**src/rps_pkg.sv**
```systemverilog
/*
 * Constants shared by the packet sniffer output block: register
 * addresses, field positions, reset values, pin function codes,
 * sniffer clock timing and the serializer state encoding.
 * Assumes a 100 MHz system clock and byte-wide register access.
 */
package rps_pkg;

    // ------------------------------------------------------------
    // Register addresses (byte addresses in the 7-bit space)
    // ------------------------------------------------------------
    localparam logic [6:0] ADDR_PIN0_FN    = 7'h20; // pin0_function_select
    localparam logic [6:0] ADDR_PIN4_FN    = 7'h24; // pin4_function_select
    localparam logic [6:0] ADDR_MDM_TEST_B = 7'h5B; // modem_test_control_b
    localparam int         PIN_COUNT       = 6;     // Configurable pins

    // ------------------------------------------------------------
    // Fields and reset values
    // ------------------------------------------------------------
    localparam int         SNIFF_EN_BIT     = 2;     // Sniffer enable bit
    localparam logic [7:0] PIN_FN_RESET     = 8'h00; // Pin function reset
    localparam logic [7:0] MDM_TEST_B_RESET = 8'h00; // Test reg reset

    // Pin function codes
    localparam logic [7:0] FN_SNIFF_CLK  = 8'h31; // Sniffer clock out
    localparam logic [7:0] FN_SNIFF_DATA = 8'h32; // Sniffer data out
    localparam logic [7:0] FN_SFD        = 8'h33; // Frame delimiter out

    // Marker byte that replaces each generated CRC byte
    localparam logic [7:0] CRC_MARK_BYTE = 8'h80;

    // ------------------------------------------------------------
    // Timing
    // ------------------------------------------------------------
    localparam int CLK_HZ    = 100_000_000;             // System clock
    localparam int SNIFF_HZ  = 250_000;                 // Sniffer clock
    localparam int HALF_CYC  = CLK_HZ / (2 * SNIFF_HZ); // Half period
    localparam int HALF_W    = 8;                       // Counter width
    localparam int BYTE_W    = 8;                       // Byte width
    localparam int FIFO_DEPTH = 8;                      // Byte buffer

    // Serializer states
    typedef enum logic [1:0] {
        SER_IDLE = 2'b00, // Clock low, data low
        SER_LOW  = 2'b01, // Clock low half
        SER_HIGH = 2'b10  // Clock high half
    } rps_ser_state_t;

endpackage : rps_pkg

```
**src/rps_tick.sv**
```systemverilog
/*
 * Restartable divider: one-cycle enable pulse every LIMIT cycles
 * while run is high; the count restarts whenever run is low.
 * Assumes run comes from logic on the same clock.
 */
module rps_tick #(
    parameter int LIMIT = 200, // Cycles between pulses
    parameter int CW    = 8    // Counter width
) (
    input  wire logic mclk, // System clock
    input  wire logic nrst, // Async reset, active low
    input  wire logic run,  // Count while high
    output logic      tick  // Pulse on last cycle of each period
);

    // ------------------------------------------------------------
    // State
    // ------------------------------------------------------------
    typedef struct packed {
        logic [CW-1:0] cnt; // Cycle count within period
    } rps_tick_st_t;

    rps_tick_st_t st_q; // Registered state
    rps_tick_st_t st_d; // Next state

    // Count and wrap
    always_comb begin
        st_d = st_q;
        if (!run) begin
            st_d.cnt = '0;
        end else if (st_q.cnt == CW'(LIMIT - 1)) begin
            st_d.cnt = '0;
        end else begin
            st_d.cnt = st_q.cnt + 1'b1;
        end
    end

    // State register
    always_ff @(posedge mclk or negedge nrst) begin
        if (!nrst) begin
            st_q <= '0;
        end else begin
            st_q <= st_d;
        end
    end

    assign tick = run && (st_q.cnt == CW'(LIMIT - 1));

endmodule : rps_tick

```
**src/rps_fifo.sv**
```systemverilog
/*
 * Synchronous FIFO with valid/ready on both sides and a flush.
 * Assumes both sides run on mclk; read data comes from the array.
 */
module rps_fifo #(
    parameter int W = 8, // Word width
    parameter int D = 8  // Depth in words
) (
    input  wire logic         mclk,     // System clock
    input  wire logic         nrst,     // Async reset, active low
    input  wire logic         flush,    // Drop all contents
    input  wire logic         wr_valid, // Write request
    output logic              wr_ready, // Not full
    input  wire logic [W-1:0] wr_data,  // Write word
    output logic              rd_valid, // Not empty
    input  wire logic         rd_ready, // Pop head word
    output logic      [W-1:0] rd_data   // Head word
);

    localparam int AW = $clog2(D);     // Pointer width
    localparam int CW = $clog2(D + 1); // Fill count width

    // ------------------------------------------------------------
    // State
    // ------------------------------------------------------------
    typedef struct packed {
        logic [D-1:0][W-1:0] mem; // Storage
        logic [AW-1:0]       wp;  // Write pointer
        logic [AW-1:0]       rp;  // Read pointer
        logic [CW-1:0]       cnt; // Fill level
    } rps_fifo_st_t;

    rps_fifo_st_t st_q; // Registered state
    rps_fifo_st_t st_d; // Next state
    logic         push; // Accepted write
    logic         pop;  // Accepted read

    assign wr_ready = (st_q.cnt != CW'(D));
    assign rd_valid = (st_q.cnt != '0);
    assign rd_data  = st_q.mem[st_q.rp];
    assign push     = wr_valid && wr_ready && !flush;
    assign pop      = rd_ready && rd_valid && !flush;

    // Pointer and level update
    always_comb begin
        st_d = st_q;
        if (flush) begin
            st_d.wp  = '0;
            st_d.rp  = '0;
            st_d.cnt = '0;
        end else begin
            if (push) begin
                st_d.mem[st_q.wp] = wr_data;
                st_d.wp           = (st_q.wp == AW'(D - 1)) ? '0 : st_q.wp + 1'b1;
            end
            if (pop) begin
                st_d.rp = (st_q.rp == AW'(D - 1)) ? '0 : st_q.rp + 1'b1;
            end
            st_d.cnt = st_q.cnt + CW'(push) - CW'(pop);
        end
    end

    // State register
    always_ff @(posedge mclk or negedge nrst) begin
        if (!nrst) begin
            st_q <= '0;
        end else begin
            st_q <= st_d;
        end
    end

endmodule : rps_fifo

```
**src/rps_sniffer.sv**
```systemverilog
/*
 * Packet sniffer output: captures radio bytes passively, buffers
 * them and shifts them out MSB first on a 250 kHz clock routed to
 * six configurable pins, with byte-wide register access.
 * Assumes modem byte strobes and register strobes are on mclk.
 */
module rps_sniffer (
    input  wire logic       mclk,          // System clock, 100 MHz
    input  wire logic       nrst,          // Async reset, active low
    input  wire logic [6:0] reg_addr,      // Register byte address
    input  wire logic [7:0] reg_wdata,     // Register write data
    input  wire logic       reg_we,        // Register write strobe
    input  wire logic       reg_re,        // Register read strobe
    output logic      [7:0] reg_rdata,     // Register read data
    input  wire logic       tx_byte_valid, // Modulator fetched a byte
    input  wire logic [7:0] tx_byte,       // Fetched byte
    input  wire logic       tx_crc_valid,  // Modulator sent a CRC byte
    input  wire logic       tx_auto_crc,   // Automatic CRC enabled
    input  wire logic       rx_byte_valid, // Demodulator stored a byte
    input  wire logic [7:0] rx_byte,       // Stored byte
    input  wire logic       sfd,           // Frame delimiter level
    output logic      [5:0] pin_out,       // Pin output levels
    output logic      [5:0] pin_oe,        // Pin output enables
    output logic            sniff_ready    // Buffer has room
);

    // ------------------------------------------------------------
    // Types and state
    // ------------------------------------------------------------
    typedef struct packed {
        logic [5:0][7:0]         fn;     // Pin function selects
        logic [7:0]              mtest;  // modem_test_control_b
        logic [7:0]              rdata;  // Read data register
        rps_pkg::rps_ser_state_t state;  // Serializer state
        logic [7:0]              shreg;  // Shift register
        logic [2:0]              bitcnt; // Bits sent in byte
        logic                    sclk;   // Sniffer clock
        logic                    sdata;  // Sniffer data
        logic [5:0]              pout;   // Pin levels
        logic [5:0]              poe;    // Pin enables
    } rps_st_t;

    rps_st_t    st_q;     // Registered state
    rps_st_t    st_d;     // Next state
    logic       en;       // Sniffer enabled
    logic       wr_valid; // Byte into buffer
    logic [7:0] wr_data;  // Buffered byte
    logic       rd_valid; // Buffer not empty
    logic       rd_ready; // Serializer pops
    logic [7:0] rd_data;  // Buffer head
    logic       tick;     // Half-period pulse
    logic [5:0] mux_out;  // Per-pin selected level
    logic [5:0] mux_oe;   // Per-pin enable

    assign en = st_q.mtest[rps_pkg::SNIFF_EN_BIT];

    // ------------------------------------------------------------
    // Capture: taps only, nothing flows back to the modem
    // ------------------------------------------------------------
    always_comb begin
        wr_valid = 1'b0;
        wr_data  = rx_byte;
        if (en && tx_crc_valid && tx_auto_crc) begin
            wr_valid = 1'b1;
            wr_data  = rps_pkg::CRC_MARK_BYTE;
        end else if (en && tx_byte_valid) begin
            wr_valid = 1'b1;
            wr_data  = tx_byte;
        end else if (en && rx_byte_valid) begin
            wr_valid = 1'b1;
        end
    end

    // Byte buffer, flushed while disabled
    rps_fifo #(
        .W (rps_pkg::BYTE_W),
        .D (rps_pkg::FIFO_DEPTH)
    ) u_fifo (
        .mclk     (mclk),
        .nrst     (nrst),
        .flush    (!en),
        .wr_valid (wr_valid),
        .wr_ready (sniff_ready),
        .wr_data  (wr_data),
        .rd_valid (rd_valid),
        .rd_ready (rd_ready),
        .rd_data  (rd_data)
    );

    // Half-period divider for the sniffer clock
    rps_tick #(
        .LIMIT (rps_pkg::HALF_CYC),
        .CW    (rps_pkg::HALF_W)
    ) u_tick (
        .mclk (mclk),
        .nrst (nrst),
        .run  (st_q.state != rps_pkg::SER_IDLE),
        .tick (tick)
    );

    // ------------------------------------------------------------
    // Pin function mux, one per pin
    // ------------------------------------------------------------
    generate
        for (genvar i = 0; i < rps_pkg::PIN_COUNT; i++) begin : g_pin
            always_comb begin
                mux_out[i] = 1'b0;
                mux_oe[i]  = 1'b1;
                case (st_q.fn[i])
                    rps_pkg::FN_SNIFF_CLK: begin
                        mux_out[i] = en && st_q.sclk;
                    end
                    rps_pkg::FN_SNIFF_DATA: begin
                        mux_out[i] = en && st_q.sdata;
                    end
                    rps_pkg::FN_SFD: begin
                        mux_out[i] = sfd;
                    end
                    default: begin
                        mux_oe[i] = 1'b0;
                    end
                endcase
            end
        end
    endgenerate

    // ------------------------------------------------------------
    // Registers, serializer and pin staging
    // ------------------------------------------------------------
    always_comb begin
        st_d      = st_q;
        rd_ready  = 1'b0;
        st_d.pout = mux_out;
        st_d.poe  = mux_oe;
        // Register writes
        if (reg_we) begin
            for (int i = 0; i < rps_pkg::PIN_COUNT; i++) begin
                if (reg_addr == rps_pkg::ADDR_PIN0_FN + 7'(i)) begin
                    st_d.fn[i] = reg_wdata;
                end
            end
            if (reg_addr == rps_pkg::ADDR_MDM_TEST_B) begin
                st_d.mtest = reg_wdata;
            end
        end
        // Register reads; unmapped reads as zero
        if (reg_re) begin
            st_d.rdata = 8'h00;
            for (int i = 0; i < rps_pkg::PIN_COUNT; i++) begin
                if (reg_addr == rps_pkg::ADDR_PIN0_FN + 7'(i)) begin
                    st_d.rdata = st_q.fn[i];
                end
            end
            if (reg_addr == rps_pkg::ADDR_MDM_TEST_B) begin
                st_d.rdata = st_q.mtest;
            end
        end
        // Serializer
        case (st_q.state)
            rps_pkg::SER_IDLE: begin
                st_d.sclk  = 1'b0;
                st_d.sdata = 1'b0;
                if (en && rd_valid) begin
                    rd_ready    = 1'b1;
                    st_d.shreg  = rd_data;
                    st_d.sdata  = rd_data[7];
                    st_d.bitcnt = 3'h0;
                    st_d.state  = rps_pkg::SER_LOW;
                end
            end
            rps_pkg::SER_LOW: begin
                if (tick) begin
                    st_d.sclk  = 1'b1;
                    st_d.state = rps_pkg::SER_HIGH;
                end
            end
            rps_pkg::SER_HIGH: begin
                if (tick) begin
                    st_d.sclk = 1'b0;
                    if (st_q.bitcnt != 3'h7) begin
                        st_d.shreg  = {st_q.shreg[6:0], 1'b0};
                        st_d.sdata  = st_q.shreg[6];
                        st_d.bitcnt = st_q.bitcnt + 3'h1;
                        st_d.state  = rps_pkg::SER_LOW;
                    end else if (rd_valid) begin
                        rd_ready    = 1'b1;
                        st_d.shreg  = rd_data;
                        st_d.sdata  = rd_data[7];
                        st_d.bitcnt = 3'h0;
                        st_d.state  = rps_pkg::SER_LOW;
                    end else begin
                        st_d.sdata = 1'b0;
                        st_d.state = rps_pkg::SER_IDLE;
                    end
                end
            end
            default: begin
                st_d.state = rps_pkg::SER_IDLE;
            end
        endcase
        // Disable aborts the byte in flight
        if (!en) begin
            rd_ready   = 1'b0;
            st_d.sclk  = 1'b0;
            st_d.sdata = 1'b0;
            st_d.state = rps_pkg::SER_IDLE;
        end
    end

    // State register
    always_ff @(posedge mclk or negedge nrst) begin
        if (!nrst) begin
            st_q       <= '0;
            st_q.fn    <= {rps_pkg::PIN_COUNT{rps_pkg::PIN_FN_RESET}};
            st_q.mtest <= rps_pkg::MDM_TEST_B_RESET;
            st_q.state <= rps_pkg::SER_IDLE;
        end else begin
            st_q <= st_d;
        end
    end

    assign reg_rdata = st_q.rdata;
    assign pin_out   = st_q.pout;
    assign pin_oe    = st_q.poe;

    // ------------------------------------------------------------
    // Assertions
    // ------------------------------------------------------------
    localparam int HALF_I = rps_pkg::HALF_CYC; // Half period, cycles

    logic [8:0] hi_cnt_q; // Cycles clock has been high
    always_ff @(posedge mclk or negedge nrst) begin
        if (!nrst) begin
            hi_cnt_q <= 9'h000;
        end else begin
            hi_cnt_q <= st_q.sclk ? hi_cnt_q + 9'h001 : 9'h000;
        end
    end
endmodule : rps_sniffer

```
**config.mk**
```make
export PLATFORM = sky130hd
export DESIGN_NAME = rps_sniffer
export DESIGN_NICKNAME = d
export VERILOG_FILES = /design/src/rps_pkg.sv /design/src/rps_tick.sv /design/src/rps_fifo.sv /design/src/rps_sniffer.sv
export SDC_FILE = /design/constraint.sdc
export NUM_CORES = 1
export LEC_CHECK = 0
export BUFFER_PORTS_ARGS = -buffer_cell sky130_fd_sc_hd__buf_2
export CAP_MARGIN = 20
export CORE_UTILIZATION = 35
export DETAILED_ROUTE_END_ITERATION = 8
export PLACE_DENSITY = 0.58
export SLEW_MARGIN = 20
export SYNTH_ARGS = -nofsm -noshare
export SYNTH_HDL_FRONTEND = slang
export SYNTH_SLANG_ARGS = --single-unit
```
**constraint.sdc**
```tcl
create_clock -name mclk -period 3.2 [get_ports mclk]
set_input_delay 0.64 -clock mclk [delete_from_list [all_inputs] [get_ports mclk]]
set_output_delay 0.64 -clock mclk [all_outputs]
set_load 0.02 [all_outputs]
```
# ---- Word-level counts from Yosys, hierarchy flattened
# Cells that the tools add are included.
dict set report word_totals {
  inputBits 40
  out_inout_bits 21
  register_bits 172
  word_cells 171
}
dict set report classes {
  n_reduce_logical 35
  eq_ne 42
  n_lt_le_gt_ge 3
  n_mux 58
  n_addsub 6
}
# operator count
set op_table {}
lappend op_table {{== test 8 x 6 -> 1 bit (second input constant)} 18}
lappend op_table {{2-to-1 mux 8 bit} 13}
lappend op_table {{bitwise mux 64 bit} 1}
lappend op_table {{== test 7 x 6 -> 1 bit (second input constant)} 6}
lappend op_table {{binary-select mux 8 bit (select 3 bit)} 1}
lappend op_table {{demux 8 bit (select 3 bit)} 1}
lappend op_table {{one-hot mux 1 bit (3 select lines)} 7}
lappend op_table {{one-hot mux 10 bit (2 select lines)} 1}
lappend op_table {{2-to-1 mux 1 bit} 19}
lappend op_table {{AND reduction 2 bit} 9}
lappend op_table {{OR reduction 3 bit} 6}
lappend op_table {{2-to-1 mux 15 bit} 1}
lappend op_table {{inequality test 3 bit (second input constant)} 5}
lappend op_table {{logical AND 1 bit} 13}
lappend op_table {{2-to-1 mux 13 bit} 1}
lappend op_table {{2-to-1 mux 12 bit} 1}
lappend op_table {{2-to-1 mux 3 bit} 4}
lappend op_table {{2-to-1 mux 11 bit} 1}
lappend op_table {{2-to-1 mux 10 bit} 1}
lappend op_table {{adder 3 x 1 -> 3 bit (second input constant)} 3}
lappend op_table {{adder 8 x 1 -> 8 bit (second input constant)} 1}
lappend op_table {{== test 8 bit (second input constant)} 1}
lappend op_table {{< comparator 3 x 4 -> 1 bit (second input constant)} 2}
lappend op_table {{== test 7 bit (second input constant)} 1}
lappend op_table {{other kinds (19)} 27}

# ---- Longest topological paths before layout
# Gate-level depths: netlist of the first run.
dict set report logic_depth {
  ltp_word 10
  mapped_depth 11
  depth_no_buf 11
}

# ---- By module
# A second synthesis of the first run with hierarchy kept.
dict set report hier_totals {
  cells_unflattened 688
  area_unflattened_um2 8755.9
}
# mod area_each_um2 seq_area_each_um2 cells_per_inst instances
set modules_own_cells {}
lappend modules_own_cells {rps_sniffer 4727.0 2252.2 414 1}
lappend modules_own_cells {rps_fifo 3621.0 1851.8 234 1}
lappend modules_own_cells {rps_tick 407.9 200.2 40 1}

# ---- Worst setup path after synthesis of the first run
# Ideal clock, no wire load.
dict set report synth_path {
  path_type {register -> register}
  from {register u_fifo.st_q[2] (netlist name)}
  to {register u_fifo.st_q[2] (netlist name)}
  setup_ps 119
  setup_slack_ps 529
  synth_period_minus_slack_ps 2671
  n_path_buf 0
  path_stages_with_launch 11
  arrival_time_ps 2552
  required_ps 3081
  path_cell_list {dfrtp_1 -> inv_1 -> ha_1 -> nor3b_1 -> nor3_1 -> ha_1 -> inv_1 -> ha_1 -> fa_1 -> xor2_1 -> and2_1}
}
# item line
set synth_lines {}
lappend synth_lines {{start, declared} rps_fifo.sv:33} ;# rps_fifo_st_t st_q;
lappend synth_lines {{start signal, assigned} rps_fifo.sv:68} ;# st_q <= st_d;

==> results of run 1 <==
## critical path: stages, from the launching register on
cell and delay [ns]:
dfrtp_1 0.38, ha_1 0.21, and4b_1 0.28, a31oi_1 0.14, nor3_1 0.43, ha_1 0.19
inv_1 0.04, ha_1 0.19, fa_1 0.38, xor2_1 0.16, and2_1 0.15
## power by group through the flow
stage | logic, uW | registers, uW | clock network [uW]
floorplan | 322 | 2390 | 0
global placement | 467 | 2420 | 0
detailed placement | 477 | 2420 | 0
CTS | 480 | 2380 | 2160
global route | 527 | 2400 | 2260
finish | 471 | 2380 | 2100
## logic make-up after synthesis
logic type / share of synthesized area [%]
AO/OA/AOI/OAI: 6.49
XOR/XNOR: 0.824
adder cells (fa/ha/maj): 1.97
buffers and inverters: 4.41
flip-flops: 50.6
multiplexers: 24.7
AND/OR/NAND/NOR: 11.0
## sequential cells by signal, indices dropped and copies added (netlist names)
| name | count |
|---|---|
| pin_oe | 6 |
| en | 1 |
| u_fifo.st_q | 74 |
| reg_rdata | 8 |
| u_tick.st_q | 8 |
| st_q | 69 |
| pin_out | 6 |
## metrics by stage
step	hold slack, ns	util (%)	total power, uW	cells
2_1_floorplan	0.344	-	2710	686
3_3_place_gp	0.472	38.3	2880	1037
3_5_place_dp	0.477	38.3	2900	1037
4_1_cts	0.278	40.8	5020	1069
5_1_grt	0.321	40.8	5180	1069
6_report	0.263	40.8	4950	1069
## cell usage in the layout, fill, tap and decap left out, drive strengths merged, types with 2 or more instances in the layout
cell | netlist | layout
mux4 | 12 | 12
o21ai | 16 | 16
nor4b | 2 | 2
mux2i | 35 | 35
nor4 | 2 | 2
a211o | 2 | 2
inv | 23 | 31
a31oi | 3 | 3
nor3 | 13 | 13
nand4b | 3 | 3
buf | 36 | 79
dfrtp | 172 | 172
mux2 | 131 | 131
nand2 | 38 | 38
or3 | 2 | 2
and3 | 4 | 4
nor2 | 46 | 46
nand3b | 2 | 2
nor3b | 9 | 9
or3b | 2 | 2
o22ai | 8 | 8
nand4 | 7 | 7
o31ai | 5 | 5
nand3 | 18 | 18
a211oi | 6 | 6
nand2b | 3 | 3
nor2b | 2 | 2
clkbuf | 11 | 19
and2 | 8 | 8
a21o | 2 | 2
xor2 | 5 | 5
ha | 11 | 11
a21oi | 18 | 18
xnor2 | 3 | 3
clkinvlp | 0 | 3
a22o | 10 | 10
a222oi | 2 | 2
## final cells by class
class / instances / area, sq um
Tap cell: 319 / 399
Clock inverter: 13 / 146
Fill cell: 2292 / 14000
Multi-Input combinational cell: 444 / 3820
Clock buffer: 19 / 453
Inverter: 23 / 86.3
Sequential cell: 172 / 4300
Timing Repair Buffer: 79 / 449
## per-layer routing
metal | share of wire, % | track usage (%) | vias to the layer above
met5 | 0 | 0 | -
met4 | 1.0 | 4.44 | 0
met3 | 2.9 | 2.87 | 15
met2 | 47 | 24.8 | 86
met1 | 49 | 21.1 | 2691
li1 | - | - | 2574
## how the worst max path moves through the flow
stage	slack (ns)	end	start
after CTS	0.55	u_fifo.st_q[3]	u_tick.st_q[0]
after global routing	0.31	u_fifo.st_q[2]	u_tick.st_q[5]
final	0.56	u_fifo.st_q[2]	u_tick.st_q[0]
after detailed placement	0.44	st_q[46]	reg_addr[3]
after floorplan	0.53	u_fifo.st_q[2]	u_fifo.st_q[2]
after global placement	0.48	st_q[49]	reg_addr[3]
==> key figures, run 1 <==
Layout
  • Share of cells above drive strength 1: a little over a third
  • Final net count: between 700 and 800
  • Final Cell Area: slightly below 10000 sq um
  • Area Growth Syn to Fin: 13.6%
  • Ant. Diodes: 0

Critical path
  • Reg2Reg Depth: 10
  • Worst-path fanout max: 4
  • Worst EP required: around 3.5 ns
  • Flop2flop setup slack: 0.56 ns
  • Crit Path Class: register to register
  • Nature of the critical path startpoint: register
  • Crit end category: register
  • Arr. time, crit path: slightly below 3 ns
  • Worst r2r dst: u_fifo.st_q[2]
  • Crit Reg-Reg Startpoint: u_tick.st_q[0]

Power and ir drop
  • Sw frac: approximately a quarter
  • Clk pwr share: between 40% and 50%
  • Pwr Density: 512 nW/um^2
  • Part of the power in registers: 48.1%
  • Internal power: around 3700 uW
  • Comb power frac: 9.5%
  • Sw Pwr: between 1000 and 1500 uW
  • Leakage: 0.00448 uW
  • Max IR drop VDD: 0.000236 V

Timing
  • # setup viols final: 0
  • Fin crit share: approximately 80%
  • Setup TNS: 0 ns
  • Setup ws final: approximately 0.56 ns
  • Slew HR: about 50%
  • Final Hold Vio Count: 0
  • Max Clk Rate: between 0.3 and 0.4 GHz
  • Post-Route Skew: around 0.015 ns
  • RSZ-0062 raised after global routing: false
  • Min cycle time layout: about 2.6 ns
  • Tightest Pin Transition: roughly 0.75 ns
  • Slew Viols, Final: 0

Global route
  • Global-route wire length before repair: a little under 30000 microns
  • Grt ovf: 0
  • Largest net degree at the start of global routing: a little under 80
  • GRT Total Usage: approximately 15%
  • Vias in the first global route: 5318
  • Initial antenna violation count: 0

Clock tree
  • TritonCTS clock tree: built
  • Clk_lat worst skew: ~0.43 ns
  • Post-CTS sizing: 0
  • Clock-pin slew on the worst setup and hold paths: around 0.070 ns
  • Cts bufs inserted: 17
  • Clock sink total: roughly 170
  • Post-CTS setup buffer count: 0
  • H-tree depth: 4
  • Clock Path Buffers: 2
  • Root Buffer Master: clkbuf_16
  • Number of hold buffers added after CTS: 0

Yosys
  • Most common library cells after synthesis: dfrtp_1, mux2_2, nor2_1
  • Count leader, synth: dfrtp_1
  • Seq/Total Area, Yosys: 50.6%
  • Post-synthesis cell count: about 690
  • Top_reg_cell synth: dfrtp_1
  • Synth Warn #: 0
  • Mapped Nets: roughly 740
  • Synth unique cells: 66
  • Mapped Area: ~8500 sq um
  • Top-area cell type share of the netlist area: between 50% and 60%
  • Area contributors post-synth: dfrtp_1, mux2_2, mux2i_1
  • Yosys top cell by area: dfrtp_1
  • Yosys reg bits: about 170
  • EDFF count, synth: 0
  • Async S/R FF share, synth: 100%
  • Avg Cell Area, Syn: 12.4 sq um

Detailed routing
  • Drt drc: 0
  • Detailed-route via count: roughly 5400
  • First drt pass iteration count: 5
  • DR vias/cell: 5.02
  • Final antenna-violating net count: 0
  • 1st-iter DRT viols: 263
  • WL/cell: ~17 microns
  • Post-Route WL: between 15000 and 20000 microns

Status
  • Status: finished, final reports clean

Place
  • Post-DP HPWL: 12700 microns
  • Gp weighted congestion: approximately 0.76
  • Placed Area: between 9000 and 10000 sq um
  • IO buf count: 60
  • Setup WS pre-CTS: about 0.44 ns

Floorplan
  • Core Area: about 24000 sq um
  • Vert. Die Dim: approximately 160 microns
  • I/O pin count: 61
  • Initial Util: a little over a third
  • Die W: 158 microns
  • Die area: approximately 25000 sq um
  • FP Rows: 56

Flow run
  • Max-Cap Viols: 0

Worst hold path
  • HP Class: primary input to async pin
Power figures use the tool's default switching activity.
==> run 2: changes to the inputs <==
--- a/config.mk
+++ b/config.mk
@@ -5,6 +5,7 @@
 export SDC_FILE = /design/constraint.sdc
 export NUM_CORES = 1
 export LEC_CHECK = 0
+export ABC_AREA = 1
 export BUFFER_PORTS_ARGS = -buffer_cell sky130_fd_sc_hd__buf_2
 export CAP_MARGIN = 20
 export CORE_UTILIZATION = 35
==> constraint.sdc (replaced) <==
create_clock -name mclk -period 2.7 [get_ports mclk]
set_input_delay 0.54 -clock mclk [delete_from_list [all_inputs] [get_ports mclk]]
set_output_delay 0.54 -clock mclk [all_outputs]
set_load 0.02 [all_outputs]
==> key figures, run 2 <==
Status
  • Status: finished, final reports clean

Clock tree
  • Number of hold buffers added after CTS: 0
  • TritonCTS clock tree: built
  • Clock sink total: 172
  • Clock Path Buffers: 2
  • Post-CTS setup buffer count: 0
  • Clk_lat worst skew: between 0.4 and 0.5 ns
  • Cts bufs inserted: 17
  • Clock-pin slew on the worst setup and hold paths: about 0.070 ns
  • H-tree depth: 4
  • Post-CTS sizing: 0
  • Root Buffer Master: clkbuf_16

Yosys
  • Top-area cell type share of the netlist area: about half
  • Mapped Nets: ~1100
  • Most common library cells after synthesis: nand2_1, dfrtp_1, o21ai_0
  • Synth unique cells: 40
  • Simple-gate area share of the yosys netlist: approximately a quarter
  • Avg Cell Area, Syn: between 8 and 9 sq um
  • Mux contribution to synthesized area: 0%
  • Xor/xnor cell area share of the yosys netlist: 0.293%
  • Synth Warn #: 0
  • Seq/Total Area, Yosys: about half
  • Mapped Area: around 9000 sq um
  • Area contributors post-synth: dfrtp_1, nand2_1, o21ai_0
  • Top_reg_cell synth: dfrtp_1
  • Post-synthesis cell count: around 1100
  • Main combinational cell family by area after synthesis: simple AND/OR/NAND/NOR gates
  • Yosys reg bits: approximately 170
  • Compound-Gate Fraction of Synth Area: 13.9%
  • Yosys top cell by area: dfrtp_1
  • Count leader, synth: nand2_1
  • EDFF count, synth: 0
  • Adder-Cell Fraction of Synth Area: 1.76%
  • Async S/R FF share, synth: 100%

Timing
  • Min cycle time layout: between 2 and 2.5 ns
  • Tightest Pin Transition: 0.687 ns
  • RSZ-0062 raised after global routing: false
  • Setup TNS: 0 ns
  • Slew Viols, Final: 0
  • Fin crit share: between 80% and 90%
  • # setup viols final: 0
  • Max Clk Rate: a little over 0.4 GHz
  • Post-Route Skew: 0.0176 ns
  • Slew HR: between 50% and 60%
  • Setup ws final: around 0.3 ns
  • Final Hold Vio Count: 0

Detailed routing
  • First drt pass iteration count: 5
  • Detailed-route via count: between 7000 and 8000
  • 1st-iter DRT viols: 584
  • DR vias/cell: 4.86
  • WL/cell: 14.3 microns
  • Drt drc: 0
  • Final antenna-violating net count: 0
  • Post-Route WL: about 21000 microns

Power and ir drop
  • Sw Pwr: 1660 uW
  • Part of the power in registers: a little under half
  • Leakage: about 0.005 uW
  • Max IR drop VDD: 0.000330 V
  • Clk pwr share: 42.4%
  • Power Total: approximately 6000 uW
  • Comb power frac: 10.5%
  • Pwr Density: 600 nW/um^2
  • Internal power: approximately 4300 uW
  • Sw frac: between 20% and 30%

Place
  • Post-DP HPWL: approximately 15000 microns
  • Setup WS pre-CTS: 0.285 ns
  • IO buf count: 60
  • Cells after DPL: approximately 1400
  • Gp weighted congestion: slightly above 0.8

Global route
  • GRT Total Usage: about 17%
  • Global-route wire length before repair: between 30000 and 40000 microns
  • Initial antenna violation count: 0
  • Vias in the first global route: 6770
  • Grt ovf: 0
  • Largest net degree at the start of global routing: 68

Layout
  • Area Growth Syn to Fin: 11.7%
  • Ant. Diodes: 0
  • Max reg flops: 74
  • Final net count: ~1200
  • Top flop regs: u_fifo.st_q: 74 flops, st_q: 69 flops
  • Util after Layout: ~40%
  • Most frequent cells in the layout: nand2_1, dfrtp_1, o21ai_0
  • Finished Layout Cells: approximately 1500
  • Share of cells above drive strength 1: between 10% and 20%
  • Most flop-heavy register: u_fifo.st_q
  • Most common cell after layout, fill and taps aside: nand2_1

Floorplan
  • FP Rows: 58
  • I/O pin count: 61
  • Die area: 26300 sq um
  • Die W: around 160 microns
  • Core Area: approximately 25000 sq um
  • Initial Util: roughly 36%
  • Vert. Die Dim: roughly 160 microns

Flow run
  • Max-Cap Viols: 0

Critical path
  • Worst-path fanout max: 6
  • Worst EP required: roughly 3 ns
  • Nature of the critical path startpoint: register
  • Flop2flop setup slack: 0.29 ns
  • Arr. time, crit path: 2.72 ns
  • Crit end category: register
  • Crit Path Class: register to register

Worst hold path
  • HP Class: primary input to async pin
run 2: cell count changes after synthesis, sizes merged, moves of 12 or more:
| cell | previous run | this run |
|---|---|---|
| mux4 | 12 | 0 |
| mux2i | 35 | 0 |
| nor2 | 46 | 73 |
| mux2 | 131 | 0 |
| o21ai | 16 | 185 |
| inv | 23 | 121 |
| a21oi | 18 | 33 |
| nand2 | 38 | 290 |
| nand3 | 18 | 97 |
run 2: stage by stage:
| step | cell area (sq um) | hold WS (ns) |
|---|---|---|
| after floorplan | 8960 | 0.244 |
| after global placement | 9400 | 0.465 |
| after detailed placement | 9400 | 0.467 |
| after CTS | 10000 | 0.0883 |
| after global routing | 10000 | 0.111 |
| final | 10000 | 0.0698 |
run 2: worst paths after layout:
kind,from,to,cells past startpoint
min in group mclk,sfd,pin_out[1],3
max in group asynchronous,nrst,u_fifo.st_q[15],2
max,u_tick.st_q[0],u_fifo.st_q[2],13
min reg2reg,st_q[39],st_q[39],2
min,nrst,u_fifo.st_q[64],1
max reg2reg,u_tick.st_q[0],u_fifo.st_q[2],13
run 2: kinds of logic (layout without fill, tap and decap cells):
kind of cell	count (synthesis)	count (layout)
AND/OR/NAND/NOR	502	502
adder cells (fa/ha/maj)	12	12
XOR/XNOR	3	3
AO/OA/AOI/OAI	226	226
flip-flops	172	172
buffers and inverters	174	224
run 2: layout make-up:
| type | count | area, sq um |
|---|---|---|
| Clock buffer | 18 | 429 |
| Clock inverter | 14 | 178 |
| Fill cell | 2573 | 15200 |
| Inverter | 121 | 457 |
| Multi-Input combinational cell | 743 | 3790 |
| Sequential cell | 172 | 4300 |
| Tap cell | 330 | 413 |
| Timing Repair Buffer | 71 | 439 |
run 2: power groups by stage:
stage,combinational (uW),clock (uW),sequential [uW]
floorplan,399,0,2850
global placement,625,0,2880
detailed placement,634,0,2880
CTS,638,2610,2830
global route,721,2710,2850
finish,628,2550,2830
run 2: routing by layer:
layer / GRT usage (%) / vias up / part of all wire [%]
met5: 0 / - / 0
met4: 5.19 / 0 / 1.4
met3: 2.86 / 23 / 4.0
met2: 26.7 / 146 / 46
met1: 23.9 / 3352 / 49
li1: - / 3623 / -
run 2: critical path, cell delays in order (launching register included):
cell and delay [ns]:
dfrtp_1 0.41, ha_1 0.22, nand2_1 0.08, inv_1 0.08
nand4_4 0.12, nor2_1 0.07, nand4_1 0.06, nand2_1 0.12
ha_1 0.30, inv_1 0.04, ha_1 0.20, fa_1 0.39
xnor2_1 0.16, nor2_1 0.06
